<file path="src/hdl/pgp_defines.vh">
`ifndef PGP_DEFINES_VH
`define PGP_DEFINES_VH

`define PGP_CMD_SET 8'h22
`define PGP_CMD_READ 8'h23
`define PGP_RSP_OK 8'h40
`define PGP_RSP_ERR 8'hC0
`define PGP_LEN_SET_VAL 8'h02
`define PGP_LEN_SET_CFG 8'h03
`define PGP_LEN_READ 8'h01
`define PGP_LEN_READ_RSP 8'h04
`define PGP_LEN_NONE 8'h00

`define PGP_NUM_PINS 13
`define PGP_NUM_GPIO 5
`define PGP_IDX_LIMIT 8'h0D
`define PGP_DUTY_HIGH 7'h64
`define PGP_DUTY_MAX 8'h64

`define PGP_CFG_F_BIT 3
`define PGP_MODE_PD 3'h0
`define PGP_MODE_PP 3'h1
`define PGP_MODE_HIZ 3'h2
`define PGP_MODE_PU 3'h3
`define PGP_MODE_SLOW_HI 3'h4
`define PGP_MODE_SLOW_PP 3'h5
`define PGP_MODE_RSVD 3'h6
`define PGP_MODE_SLOW_LO 3'h7

`define PGP_RST_CFG_IN 4'h2
`define PGP_RST_CFG_CTL 4'h1
`define PGP_RST_CFG_LED 4'h1
`define PGP_RST_DUTY 7'h00

`define PGP_CLK_HZ 10000000
`define PGP_SAMPLE_HZ 32
`define PGP_SAMPLE_CYC (`PGP_CLK_HZ / `PGP_SAMPLE_HZ)
`define PGP_PWM_HZ 100
`define PGP_PWM_STEPS 100
`define PGP_PWM_STEP_CYC (`PGP_CLK_HZ / (`PGP_PWM_HZ * `PGP_PWM_STEPS))

`endif

</file>
<file path="src/hdl/pgp_pin_drive.v">
`timescale 1ns/1ps
`include "pgp_defines.vh"

module pgp_pin_drive (
    input wire i_sys_clk,
    input wire i_arst_n,
    input wire i_user,
    input wire [2:0] i_mode,
    input wire i_level,
    input wire i_dflt_oe,
    input wire i_dflt_out,
    output reg o_out,
    output reg o_oe,
    output reg o_pull_up,
    output reg o_pull_dn,
    output reg o_slow,
    output reg o_high
);
    reg next_out;
    reg next_oe;
    reg next_pu;
    reg next_pd;
    reg next_slow;

    always @* begin
        next_out = 1'b0;
        next_oe = 1'b0;
        next_pu = 1'b0;
        next_pd = 1'b0;
        next_slow = 1'b0;
        if (!i_user) begin
            // default role owns the pin
            next_oe = i_dflt_oe;
            next_out = i_dflt_out;
        end else begin
            case (i_mode)
                `PGP_MODE_PD: begin
                    next_oe = i_level;
                    next_out = i_level;
                    next_pd = ~i_level;
                end
                `PGP_MODE_PP: begin
                    next_oe = 1'b1;
                    next_out = i_level;
                end
                `PGP_MODE_PU: begin
                    next_oe = ~i_level;
                    next_pu = i_level;
                end
                `PGP_MODE_SLOW_HI: begin
                    next_oe = i_level;
                    next_out = i_level;
                    next_slow = 1'b1;
                end
                `PGP_MODE_SLOW_PP: begin
                    next_oe = 1'b1;
                    next_out = i_level;
                    next_slow = 1'b1;
                end
                `PGP_MODE_SLOW_LO: begin
                    next_oe = ~i_level;
                    next_slow = 1'b1;
                end
                default: begin
                    next_oe = 1'b0; // hi-z input
                end
            endcase
        end
    end

    always @(posedge i_sys_clk or negedge i_arst_n) begin
        if (!i_arst_n) begin
            o_out <= 1'b0;
            o_oe <= 1'b0;
            o_pull_up <= 1'b0;
            o_pull_dn <= 1'b0;
            o_slow <= 1'b0;
            o_high <= 1'b0;
        end else begin
            o_out <= next_out;
            o_oe <= next_oe;
            o_pull_up <= next_pu;
            o_pull_dn <= next_pd;
            o_slow <= next_slow;
            o_high <= next_oe ? next_out : next_pu;
        end
    end
endmodule // pgp_pin_drive

</file>
<file path="src/hdl/pgp_port.v">
`timescale 1ns/1ps
`include "pgp_defines.vh"

// Summary of operation
// - set code 0x22, read code 0x23
// - indexes 0-4 pins, 5-12 leds, rest none
// - set has two or three data bytes
// - duty 0 low, 1-99 pwm, 100 high
// - config bits: mode, function, reserved zero
// - modes 000 to 011 drive behaviour
// - modes 100, 101, 111 drive behaviour
// - mode 110 answers error, not applied
// - function bit only for pins 0-4
// - function zero ignores duty and mode
// - pins 1-3 default to host power roles
// - inputs sampled at 32 Hz, level kept
// - edge flags latched, cleared on read
// - status bits: level, falling, rising
// - read answer has four data bytes
// - config reserved bits read zero
// - set acknowledged with 0x62, length zero
// - pull-up switch reads open 1, closed 0
// - config saved to and restored from boot
module pgp_port #(
    parameter SAMP_W = 19,
    parameter P_SAMPLE_CYC = `PGP_SAMPLE_CYC,
    parameter STEP_W = 10,
    parameter P_PWM_STEP_CYC = `PGP_PWM_STEP_CYC
) (
    input wire i_sys_clk,
    input wire i_arst_n,
    input wire i_cmd_valid,
    input wire [7:0] i_cmd_code,
    input wire [7:0] i_cmd_len,
    input wire [7:0] i_cmd_d0,
    input wire [7:0] i_cmd_d1,
    input wire [7:0] i_cmd_d2,
    output reg o_rsp_valid,
    output reg [7:0] o_rsp_type,
    output reg [7:0] o_rsp_len,
    output reg [7:0] o_rsp_d0,
    output reg [7:0] o_rsp_d1,
    output reg [7:0] o_rsp_d2,
    output reg [7:0] o_rsp_d3,
    input wire [4:0] i_pin_in,
    output wire [4:0] o_pin_out,
    output wire [4:0] o_pin_oe,
    output wire [4:0] o_pin_pull_up,
    output wire [4:0] o_pin_pull_dn,
    output wire [4:0] o_pin_slow,
    output wire [7:0] o_led_output_line,
    input wire [4:0] i_dflt_oe,
    input wire [4:0] i_dflt_out,
    input wire i_store_boot,
    output reg o_save_valid,
    output reg [51:0] o_save_cfg,
    output reg [90:0] o_save_duty,
    input wire i_boot_valid,
    input wire [51:0] i_boot_cfg,
    input wire [90:0] i_boot_duty
);
    localparam integer L_SAMP_INT = P_SAMPLE_CYC - 1;
    localparam integer L_STEP_INT = P_PWM_STEP_CYC - 1;
    localparam [SAMP_W-1:0] L_SAMP_LAST = L_SAMP_INT[SAMP_W-1:0];
    localparam [STEP_W-1:0] L_STEP_LAST = L_STEP_INT[STEP_W-1:0];
    localparam [6:0] L_PCT_LAST = `PGP_DUTY_HIGH - 7'h01;

    reg [3:0] cfg [0:`PGP_NUM_PINS-1];
    reg [6:0] duty [0:`PGP_NUM_PINS-1];
    reg [4:0] samp;
    reg [4:0] rise_f;
    reg [4:0] fall_f;
    reg [SAMP_W-1:0] samp_cnt;
    reg [STEP_W-1:0] step_cnt;
    reg [6:0] pct_cnt;
    reg restore_pend;
    integer k;

    wire samp_tick;
    wire [12:0] lvl;
    wire [12:0] drv_high;
    wire [51:0] cfg_flat;
    wire [90:0] duty_flat;

    reg is_set;
    reg is_read;
    reg idx_ok;
    reg duty_ok;
    reg cfg_ok;
    reg set_ok;
    reg read_ok;
    reg [3:0] idx;
    reg [3:0] next_cfg;
    reg [12:0] rd_mask;
    reg [12:0] sts_s;
    reg [12:0] sts_r;
    reg [12:0] sts_f;
    reg len_val;
    reg len_cfg;
    reg [4:0] edge_r;
    reg [4:0] edge_f;
    reg [2:0] rd_sts;
    reg [6:0] rd_duty;
    reg [3:0] rd_cfg;
    reg next_rsp_valid;
    reg [7:0] next_rsp_type;
    reg [7:0] next_rsp_len;
    reg [7:0] next_rsp_d0;
    reg [7:0] next_rsp_d1;
    reg [7:0] next_rsp_d2;
    reg [7:0] next_rsp_d3;

    // command decode
    always @* begin
        idx = i_cmd_d0[3:0];
        is_set = i_cmd_valid && (i_cmd_code == `PGP_CMD_SET);
        is_read = i_cmd_valid && (i_cmd_code == `PGP_CMD_READ);
        idx_ok = (i_cmd_d0 < `PGP_IDX_LIMIT);
        duty_ok = (i_cmd_d1 <= `PGP_DUTY_MAX);
        // reserved nibble and mode 110 refused
        cfg_ok = (i_cmd_d2[7:4] == 4'h0) && (i_cmd_d2[2:0] != `PGP_MODE_RSVD);
        len_val = (i_cmd_len == `PGP_LEN_SET_VAL);
        len_cfg = (i_cmd_len == `PGP_LEN_SET_CFG);
        set_ok = is_set && idx_ok && duty_ok &&
                 (len_val || (len_cfg && cfg_ok));
        read_ok = is_read && idx_ok && (i_cmd_len == `PGP_LEN_READ);
        next_cfg = i_cmd_d2[3:0];
        if (i_cmd_d0 >= `PGP_NUM_GPIO) begin
            next_cfg[`PGP_CFG_F_BIT] = 1'b0;
        end
        rd_mask = 13'h0000;
        if (read_ok) begin
            rd_mask[idx] = 1'b1;
        end
    end

    // status views per index
    always @* begin
        sts_s = {lvl[12:5], samp};
        sts_r = {8'h00, rise_f};
        sts_f = {8'h00, fall_f};
        // edges seen at this tick, read-back of the addressed index
        edge_r = {5{samp_tick}} & i_pin_in & ~samp;
        edge_f = {5{samp_tick}} & ~i_pin_in & samp;
        rd_sts = {sts_r[idx], sts_f[idx], sts_s[idx]};
        rd_duty = duty[idx];
        rd_cfg = cfg[idx];
    end

    // configuration store, boot restore
    always @(posedge i_sys_clk or negedge i_arst_n) begin
        if (!i_arst_n) begin
            for (k = 0; k < `PGP_NUM_PINS; k = k + 1) begin
                cfg[k] <= `PGP_RST_CFG_LED;
                duty[k] <= `PGP_RST_DUTY;
            end
            cfg[0] <= `PGP_RST_CFG_IN;
            cfg[1] <= `PGP_RST_CFG_IN; // power sense default
            cfg[2] <= `PGP_RST_CFG_CTL; // power control default
            cfg[3] <= `PGP_RST_CFG_CTL; // reset control default
            cfg[4] <= `PGP_RST_CFG_IN;
            restore_pend <= 1'b1;
        end else begin
            restore_pend <= 1'b0;
            if (restore_pend) begin
                if (i_boot_valid) begin
                    for (k = 0; k < `PGP_NUM_PINS; k = k + 1) begin
                        cfg[k] <= i_boot_cfg[k*4 +: 4];
                        duty[k] <= i_boot_duty[k*7 +: 7];
                    end
                end
            end else if (set_ok) begin
                duty[idx] <= i_cmd_d1[6:0];
                if (i_cmd_len == `PGP_LEN_SET_CFG) begin
                    cfg[idx] <= next_cfg;
                end
            end
        end
    end

    // boot state capture
    always @(posedge i_sys_clk or negedge i_arst_n) begin
        if (!i_arst_n) begin
            o_save_valid <= 1'b0;
            o_save_cfg <= 52'h0;
            o_save_duty <= 91'h0;
        end else begin
            o_save_valid <= i_store_boot;
            if (i_store_boot) begin
                o_save_cfg <= cfg_flat;
                o_save_duty <= duty_flat;
            end
        end
    end

    // 32 Hz sample tick
    assign samp_tick = (samp_cnt == L_SAMP_LAST);

    always @(posedge i_sys_clk or negedge i_arst_n) begin
        if (!i_arst_n) begin
            samp_cnt <= {SAMP_W{1'b0}};
        end else if (samp_tick) begin
            samp_cnt <= {SAMP_W{1'b0}};
        end else begin
            samp_cnt <= samp_cnt + 1'b1;
        end
    end

    // sampled level and edge flags
    always @(posedge i_sys_clk or negedge i_arst_n) begin
        if (!i_arst_n) begin
            samp <= 5'h00;
            rise_f <= 5'h00;
            fall_f <= 5'h00;
        end else begin
            if (samp_tick) begin
                samp <= i_pin_in; // pulled-up switch reads 1 open
            end
            // new edge in the read cycle wins over the clear
            rise_f <= (rise_f & ~rd_mask[4:0]) | edge_r;
            fall_f <= (fall_f & ~rd_mask[4:0]) | edge_f;
        end
    end

    // 100 Hz pwm, 100 steps
    always @(posedge i_sys_clk or negedge i_arst_n) begin
        if (!i_arst_n) begin
            step_cnt <= {STEP_W{1'b0}};
            pct_cnt <= 7'h00;
        end else if (step_cnt == L_STEP_LAST) begin
            step_cnt <= {STEP_W{1'b0}};
            if (pct_cnt == L_PCT_LAST) begin
                pct_cnt <= 7'h00;
            end else begin
                pct_cnt <= pct_cnt + 7'h01;
            end
        end else begin
            step_cnt <= step_cnt + 1'b1;
        end
    end

    // response select, fields hold between answers
    always @* begin
        next_rsp_valid = (is_set || is_read) && !restore_pend;
        next_rsp_type = o_rsp_type;
        next_rsp_len = o_rsp_len;
        next_rsp_d0 = o_rsp_d0;
        next_rsp_d1 = o_rsp_d1;
        next_rsp_d2 = o_rsp_d2;
        next_rsp_d3 = o_rsp_d3;
        if (next_rsp_valid) begin
            next_rsp_len = `PGP_LEN_NONE;
            next_rsp_d0 = 8'h00;
            next_rsp_d1 = 8'h00;
            next_rsp_d2 = 8'h00;
            next_rsp_d3 = 8'h00;
            if (set_ok) begin
                next_rsp_type = i_cmd_code | `PGP_RSP_OK;
            end else if (read_ok) begin
                next_rsp_type = i_cmd_code | `PGP_RSP_OK;
                next_rsp_len = `PGP_LEN_READ_RSP;
                next_rsp_d0 = i_cmd_d0;
                next_rsp_d1 = {5'h00, rd_sts};
                next_rsp_d2 = {1'b0, rd_duty};
                next_rsp_d3 = {4'h0, rd_cfg};
            end else begin
                next_rsp_type = i_cmd_code | `PGP_RSP_ERR;
            end
        end
    end

    // response registers
    always @(posedge i_sys_clk or negedge i_arst_n) begin
        if (!i_arst_n) begin
            o_rsp_valid <= 1'b0;
            o_rsp_type <= 8'h00;
            o_rsp_len <= 8'h00;
            o_rsp_d0 <= 8'h00;
            o_rsp_d1 <= 8'h00;
            o_rsp_d2 <= 8'h00;
            o_rsp_d3 <= 8'h00;
        end else begin
            o_rsp_valid <= next_rsp_valid;
            o_rsp_type <= next_rsp_type;
            o_rsp_len <= next_rsp_len;
            o_rsp_d0 <= next_rsp_d0;
            o_rsp_d1 <= next_rsp_d1;
            o_rsp_d2 <= next_rsp_d2;
            o_rsp_d3 <= next_rsp_d3;
        end
    end

    // per pin level and drive
    genvar g;
    generate
        for (g = 0; g < `PGP_NUM_PINS; g = g + 1) begin : pin
            wire user_ctl;
            assign cfg_flat[g*4 +: 4] = cfg[g];
            assign duty_flat[g*7 +: 7] = duty[g];
            // full scale high, else compare
            assign lvl[g] = (duty[g] == `PGP_DUTY_HIGH) ||
                            ((duty[g] != 7'h00) && (pct_cnt < duty[g]));
            if (g < `PGP_NUM_GPIO) begin : gp
                assign user_ctl = cfg[g][`PGP_CFG_F_BIT];
                pgp_pin_drive u_drv (
                    .i_sys_clk(i_sys_clk),
                    .i_arst_n(i_arst_n),
                    .i_user(user_ctl),
                    .i_mode(cfg[g][2:0]),
                    .i_level(lvl[g]),
                    .i_dflt_oe(i_dflt_oe[g]),
                    .i_dflt_out(i_dflt_out[g]),
                    .o_out(o_pin_out[g]),
                    .o_oe(o_pin_oe[g]),
                    .o_pull_up(o_pin_pull_up[g]),
                    .o_pull_dn(o_pin_pull_dn[g]),
                    .o_slow(o_pin_slow[g]),
                    .o_high(drv_high[g])
                );
            end else begin : led
                assign user_ctl = 1'b1;
                pgp_pin_drive u_drv (
                    .i_sys_clk(i_sys_clk),
                    .i_arst_n(i_arst_n),
                    .i_user(user_ctl),
                    .i_mode(cfg[g][2:0]),
                    .i_level(lvl[g]),
                    .i_dflt_oe(1'b0),
                    .i_dflt_out(1'b0),
                    .o_out(),
                    .o_oe(),
                    .o_pull_up(),
                    .o_pull_dn(),
                    .o_slow(),
                    .o_high(drv_high[g])
                );
                assign o_led_output_line[g-`PGP_NUM_GPIO] = drv_high[g];
            end
        end
    endgenerate
endmodule // pgp_port

</file>
<file path="config.mk">
export PLATFORM = sky130hd
export DESIGN_NAME = pgp_port
export DESIGN_NICKNAME = d
export VERILOG_FILES = /design/src/hdl/pgp_pin_drive.v /design/src/hdl/pgp_port.v
export VERILOG_INCLUDE_DIRS = /design/src /design/src/hdl
export SDC_FILE = /design/constraint.sdc
export NUM_CORES = 1
export LEC_CHECK = 0
export BUFFER_PORTS_ARGS = -buffer_cell sky130_fd_sc_hd__buf_2
export CAP_MARGIN = 20
export CORE_ASPECT_RATIO = 0.9
export CORE_MARGIN = 5
export CORE_UTILIZATION = 25
export CTS_CLUSTER_DIAMETER = 80
export DETAILED_ROUTE_END_ITERATION = 16
export PLACE_DENSITY = 0.43
export SLEW_MARGIN = 20
export SYNTH_ARGS = -nofsm -noshare
export SYNTH_HDL_FRONTEND = slang
export SYNTH_SLANG_ARGS = --single-unit
</file>
<file path="constraint.sdc">
create_clock -name i_sys_clk -period 3.96 [get_ports i_sys_clk]
set_input_delay 0.198 -clock i_sys_clk [delete_from_list [all_inputs] [get_ports i_sys_clk]]
set_output_delay 0.198 -clock i_sys_clk [all_outputs]
set_load 0.05 [all_outputs]
</file>
==> impl_metrics.toml, run 1 <==
[outcome]
outcome = "completed"

[clock_network]
cts_resized = 0
h-tree-depth = 2
clk_path_buf_depth = 3
clkTransAtPathRegs_ns = 0.06
hold_buffers = 160
clk_latency_ns = 0.60
cts-buffers-inserted = 49
postCtsSetupRepairBufs = 0
cts_root_buffer = "clkbuf_16"
clock-sinks = 404
cts_tree = "yes"

[synthesis]
synth_compound_area_share_pct = 16.3
syn_area_per_cell_um2 = 11.2
syn_inst = 1835
ys_seq_area_share_pct = 49.2
synth-simple-area-share_pct = 9.44
yosysWarnings = 0
synthXorXnorAreaFrac_pct = 1.11
async_flop_share_pct = 100
synth.area.mux_share_pct = 13.1
synth-seq-cells = 404
synth-edff-count = 0
synth_area_um2 = 20600
dominantRegCellSynth = "dfrtp_1"
synth_fa_ha_area_share_pct = 4.92
synth_cell_types = 68
synth_top_family_by_area = "compound AO/OA/AOI/OAI gates"

[placed_design]
hpwl_um = 67800
place_congestion = 0.887
placed_area_um2 = 23700
portBuffers = 411

[setup_path]
crit_path_max_fanout = 11
regToRegEndpoint = "o_rsp_d1[0]"
rrSetupSlack_ns = 0.69
critPathKind = "flip-flop to flip-flop"
required_ns = 4.47
rr_worst_depth = 8
endpoint_kind = "flip-flop"
critPathLaunchType = "flip-flop"
reg2reg_from = "pct_cnt[4]"
worstPathArrival_ns = 3.78

[cells_and_area]
drive_above_1_share_pct = 33.4
area.growth.synth_to_final_pct = 31.4
stdcell_area_um2 = 27100
nets = 2653

[worst_hold_path]
hold_path.class = "input pin to flip-flop"
hold_end = "o_rsp_type[7]"
hold_depth = 3
hp-start = "i_cmd_len[0]"

[sta]
clock_skew_ns = 0.0296
setup_tns_ns = 0
finalHoldViolCount = 0
post-route-period-util_pct = 82.5
max_freq_mhz = 306
min_period_ns = 3.27
drv_slew = 0
rsz0062_at_grt = "false"
tightestPinTransition_ns = 1.15
worst_slew_margin_rel_pct = 23.1
finalSetupViolations = 0

[global_routing]
antenna_found_initial = 14
grt_max_degree = 119
overflow = 0
grt_pass1_vias = 17987
grt_pass1_wl_um = 130000
track_usage_pct = 20.0

[floorplanning]
dieArea_um2 = 88200
die_w_um = 313
initial_core_util_pct = 25.3
ios = 429
die_h_um = 282
core-area_um2 = 81400
std_cell_rows = 99

[power]
p_total_mw = 13.3
vdd_drop_max_uv = 323
power.leakage_nw = 12.5
powerDensity_nw_per_um2 = 491

[drt]
wirelength_um = 91400
drt_pass1_iterations = 5
postRouteAntennaNets = 0
drc = 0
vias = 17694
drt_iter0_markers = 1525
avgViaCountPerCell = 5.09
routedWlPerCell_um = 26.3

[flow_run]
drv_cap = 0
-- synthesized netlist by cell type, types with 16 or more instances --
cell type / number / area, µm²
ha_1: 81 / 1010
nor2_1: 57 / 214
o21ai_1: 35 / 175
o21ai_0: 98 / 490
xnor2_1: 16 / 140
nor2b_1: 21 / 131
nand2_1: 117 / 439
buf_4: 51 / 383
nor3_1: 21 / 105
mux2_2: 146 / 1640
inv_1: 101 / 379
a21oi_1: 113 / 566
mux4_2: 47 / 1060
nor4_1: 20 / 125
dfrtp_1: 390 / 9760
a22oi_1: 59 / 443
nand3_1: 42 / 210
clkbuf_1: 81 / 304
a221oi_1: 85 / 744
and3_1: 17 / 106
nand2b_1: 28 / 175
-- metal layers --
layer  track usage [%]  up-vias  part of all wire, %
li1                  -     7801                    -
met1              27.4     9032                   44
met2              31.5      712                   45
met3              5.02      147                  7.9
met4              6.34        2                  3.4
met5                 0        -                0.014
-- final cells by class --
| type | instances | area [µm²] |
|---|---|---|
| multi-input cells | 1190 | 9390 |
| fillers | 8245 | 54300 |
| repair buffers | 622 | 4100 |
| well taps | 1060 | 1330 |
| flip-flops and latches | 404 | 10100 |
| diodes | 4 | 10.0 |
| clock buffers | 73 | 1470 |
| clock inverters | 19 | 262 |
| inverters | 102 | 384 |
-- worst max path at each step --
stage / startpoint / endpoint / slack, ns / depth (start not counted)
CTS: pct_cnt[4] / o_rsp_d1[0] / 0.77 / 8
global route: pct_cnt[5] / pin[0].gp.u_drv.o_pull_dn / 0.65 / 8
floorplan: pct_cnt[5] / o_rsp_d1[0] / 1.77 / 8
global placement: i_cmd_d0[0] / rise_f[2] / 0.75 / 6
finish: pct_cnt[4] / o_rsp_d1[0] / 0.69 / 8
detailed placement: i_cmd_d0[0] / cfg[32] / 0.80 / 9
-- cell usage in the layout (no fill, tap or decap), drive strengths merged, types with 3 or more instances in the layout --
cell type,n
nor4,22
and3,17
nor2,58
o31ai,8
a32oi,5
dfrtp,390
dlygate4sd3,161
clkinv,10
nor4b,3
nand2b,28
a41oi,6
nor2b,21
xor2,10
clkbuf,73
ha,81
conb,18
nand2,117
or2,16
dfstp,14
nor3,21
bufinv,6
o2111ai,3
a32o,10
diode,4
nand3,42
mux2,146
a211oi,7
a31oi,6
mux4,47
inv,103
and2,16
nand4,11
a21oi,126
xnor2,16
buf,461
a22oi,59
a22o,14
o21ai,133
a221oi,85
a21o,14
-- cell families (layout without fill, tap and decap cells) --
family | after synthesis | after routing
adders and majority gates | 81 | 81
DFF | 404 | 404
xor gates and xnor gates | 26 | 26
muxes | 193 | 193
AOI/OAI and AO/OA | 491 | 491
other | 1 | 22
buffers and inverters | 258 | 816
and+or+nand+nor | 381 | 381
-- critical path: stages (launching register included) --
cell       delay (ns)
dfrtp_1          1.00
ha_1             0.40
a21o_1           0.18
a21oi_1          0.13
o21ai_0          0.10
a221oi_1         0.76
o41a_1           0.24
o2111ai_1        0.14
a21oi_1          0.19
-- report_power, final --
| group | total (mW) | internal (mW) | switching [mW] |
|---|---|---|---|
| Clock | 4.86 | 2.96 | 1.90 |
| Combinational | 3.23 | 1.01 | 2.22 |
| Sequential | 5.21 | 4.65 | 0.556 |
-- metrics by stage --
step,setup WS [ns],utilization [%],instances,hold slack (ns)
6_report,0.693,33.3,3474,0.0662
5_1_grt,0.654,33.2,3471,0.0842
4_1_cts,0.771,33.2,3469,0.0150
3_5_place_dp,0.801,29.1,3217,0.225
3_3_place_gp,0.747,29.1,3216,0.223
2_1_floorplan,1.77,-,1852,-0.0976
-- state kept, by name (all words and copies together), names as in the netlist, 3 cells and up --
register / flops
samp: 5
pin.gp.u_drv.o_out: 5
o_rsp_d2: 7
pin.gp.u_drv.o_pull_dn: 5
duty: 91
pin.gp.u_drv.o_pull_up: 5
fall_f: 5
samp_cnt: 19
o_rsp_d3: 4
pin.gp.u_drv.o_oe: 5
rise_f: 5
o_save_duty: 91
pct_cnt: 7
o_save_cfg: 52
step_cnt: 10
o_rsp_d1: 3
pin.led.u_drv.o_high: 8
pin.gp.u_drv.o_slow: 5
o_rsp_d0: 8
cfg: 52
o_rsp_type: 8
(Power assumes the default switching activity.)
==> run 2, diff against run 1 <==
Settings changed: ABC_AREA set to 1, PLACE_DENSITY 0.43 to 0.44.
Clock period 3.96 ns to 3 ns, I/O delays scaled along.
==> impl_metrics.toml, run 2 <==
[clock_network]
clk_latency_ns = 0.62
cts_tree = "yes"
clock-sinks = 404
clk_path_buf_depth = 3
cts-buffers-inserted = 49
cts_root_buffer = "clkbuf_16"
clkTransAtPathRegs_ns = 0.06
h-tree-depth = 2

[setup_path]
critPathKind = "input pin to flip-flop"
crit_buf_inv = 4
rr_worst_depth = 9
endpoint_kind = "flip-flop"
crit_family = "buffers and inverters"
max_stage_delay_ns = 0.57
regToRegEndpoint = "pin[4].gp.u_drv.o_oe"
critPathLaunchType = "input pin"
crit_slowest_cell = "dlygate4sd3_1"
rrSetupSlack_ns = 0.47
crit_path_max_fanout = 18
required_ns = 3.47
cp_cell_sequence = "dlygate4sd3_1, buf_2, nor3b_1, dlygate4sd3_1, nand3_1, nor2_1, nand3_4, buf_4, o21ai_4, nand2_1, nand2_1, o21ai_1"
reg2reg_from = "pct_cnt[2]"
worstPathArrival_ns = 3.25

[drt]
drc = 0
topRoutingLayerUsed = "met5"
drt_pass1_iterations = 5
wirelength_um = 94000
vias = 20008
routedWlPerCell_um = 21.9
avgViaCountPerCell = 4.66
drt_iter0_markers = 1386
wl_met2_um = 42500
drt-met1-wl_um = 42500
postRouteAntennaNets = 0
dr_wl_met3_um = 6640

[synthesis]
syn_area_per_cell_um2 = 8.10
synth_cell_types = 45
synth_top_area_cell = "dfrtp_1"
yosys-top-cells-count = "nand2_1, dfrtp_1, o21ai_0"
yosysMostFrequentCell = "nand2_1"
dominantRegCellSynth = "dfrtp_1"
synth-edff-count = 0
async_flop_share_pct = 100
synth_area_um2 = 21000
ys_seq_area_share_pct = 48.3
synth_top_cell_area_share_pct = 46.5
netlist_top_cells_area = "dfrtp_1, nand2_1, o21ai_0"
syn_inst = 2589
yosysWarnings = 0
synth-seq-cells = 404

[sta]
drv_slew = 0
min_period_ns = 2.78
max_freq_mhz = 359
clock_skew_ns = 0.0412
tightestPinTransition_ns = 1.08
rsz0062_at_grt = "false"
holdWs_ns = 0.0569
finalSetupViolations = 0
post-route-period-util_pct = 92.8
finalHoldViolCount = 0
setup_tns_ns = 0
worst_slew_margin_rel_pct = 28.0

[power]
powerDensity_nw_per_um2 = 630
vdd_drop_max_uv = 424
power.leakage_nw = 13.5

[cells_and_area]
final_common_cell = "nand2_1"
top_regs = "duty: 91 flops, o_save_duty: 91 flops"
fillers = 8848
area.growth.synth_to_final_pct = 32.2
multi_input_area_um2 = 9250
final_cell_mix = "nand2_1, buf_2, dfrtp_1"
drive_above_1_share_pct = 19.3
nets = 3416
regArea_um2 = 10100

[global_routing]
grt_pass1_vias = 20006
antenna_found_initial = 8
grt_pass1_wl_um = 137000
track_usage_pct = 20.3
grt_max_degree = 101
overflow = 0

[floorplanning]
die_h_um = 285
initial_core_util_pct = 25.3
dieArea_um2 = 89800
die_w_um = 315
std_cell_rows = 100
ios = 429
core-area_um2 = 83000

[placed_design]
hpwl_um = 70700
portBuffers = 411
place_congestion = 0.877

[worst_hold_path]
hp-start = "i_store_boot"
hold_depth = 1
hold_end = "o_save_valid"
hold_path.class = "input pin to flip-flop"

[flow_run]
drv_cap = 0

[outcome]
outcome = "completed"
==> run 2: final cells by class <==
cell class	count	area share (%)
multi-input cells	1818	33.4
well taps	1122	5.06
flip-flops and latches	404	36.5
diodes	1	0.00903
clock buffers	70	5.14
clock inverters	19	1.33
repair buffers	632	15.5
inverters	227	3.07
==> run 2: stage by stage <==
| step | util [%] | setup slack (ns) | std cells | cell area, µm² | total power [mW] |
|---|---|---|---|---|---|
| after global placement | 29.2 | 0.278 | 4037 | 24300 | 10.7 |
| after floorplan | - | 1.29 | 2606 | 21000 | 9.18 |
| after global routing | 33.4 | 0.0834 | 4292 | 27700 | 18.3 |
| after CTS | 33.4 | 0.113 | 4292 | 27700 | 17.6 |
| after detailed placement | 29.2 | 0.272 | 4037 | 24300 | 10.7 |
| final | 33.4 | 0.215 | 4293 | 27700 | 17.5 |
==> run 2: kinds of logic after synthesis <==
kind of cell,share of synthesized area (%)
buf+inv,8.00
flops,48.3
other cells,0.0179
xor+xnor,0.626
simple gates,21.2
mux,1.13
compound gates,15.9
fa+ha+maj,4.83
==> run 2: layer usage <==
metal,vias to the layer above,global-route usage [%]
met2,623,32.4
met1,9597,28.0
met4,4,5.24
met5,-,0
li1,9671,-
met3,113,4.65
==> run 2: how the worst max path moves through the flow <==
stage                        startpoint  cells past startpoint       end
final                     i_cmd_code[6]                     12   cfg[47]
after CTS                 i_cmd_code[6]                     12   cfg[39]
after global placement      i_cmd_d1[1]                      9    cfg[7]
after floorplan            restore_pend                      7  duty[55]
after detailed placement    i_cmd_d1[1]                      9    cfg[6]
after global routing      i_cmd_code[6]                     11    cfg[6]
==> run 2: report_power, final <==
part / internal, mW / switching [mW] / total [mW] / leakage, nW
Combinational: 1.10 / 3.05 / 4.15 / 7.53
Clock: 4.10 / 2.63 / 6.72 / 0.865
Sequential: 6.07 / 0.503 / 6.57 / 5.11
==> run 2: worst register-to-register path, stage by stage, from the launching register on <==
cell and delay [ns]:
dfrtp_1 0.95, ha_1 0.40, a21oi_1 0.16, a21oi_1 0.08
o21bai_1 0.13, nand3_1 0.25, nand2_1 0.18, nand2_1 0.08
nand3_1 0.09, nand2_1 0.06
==> run 2: timing repair <==
action,4_1_cts,5_1_grt
hold buffers,166,0
setup endpoints to repair,0,16
setup buffers,0,0
hold endpoints to repair,310,0
gates resized for setup,0,2
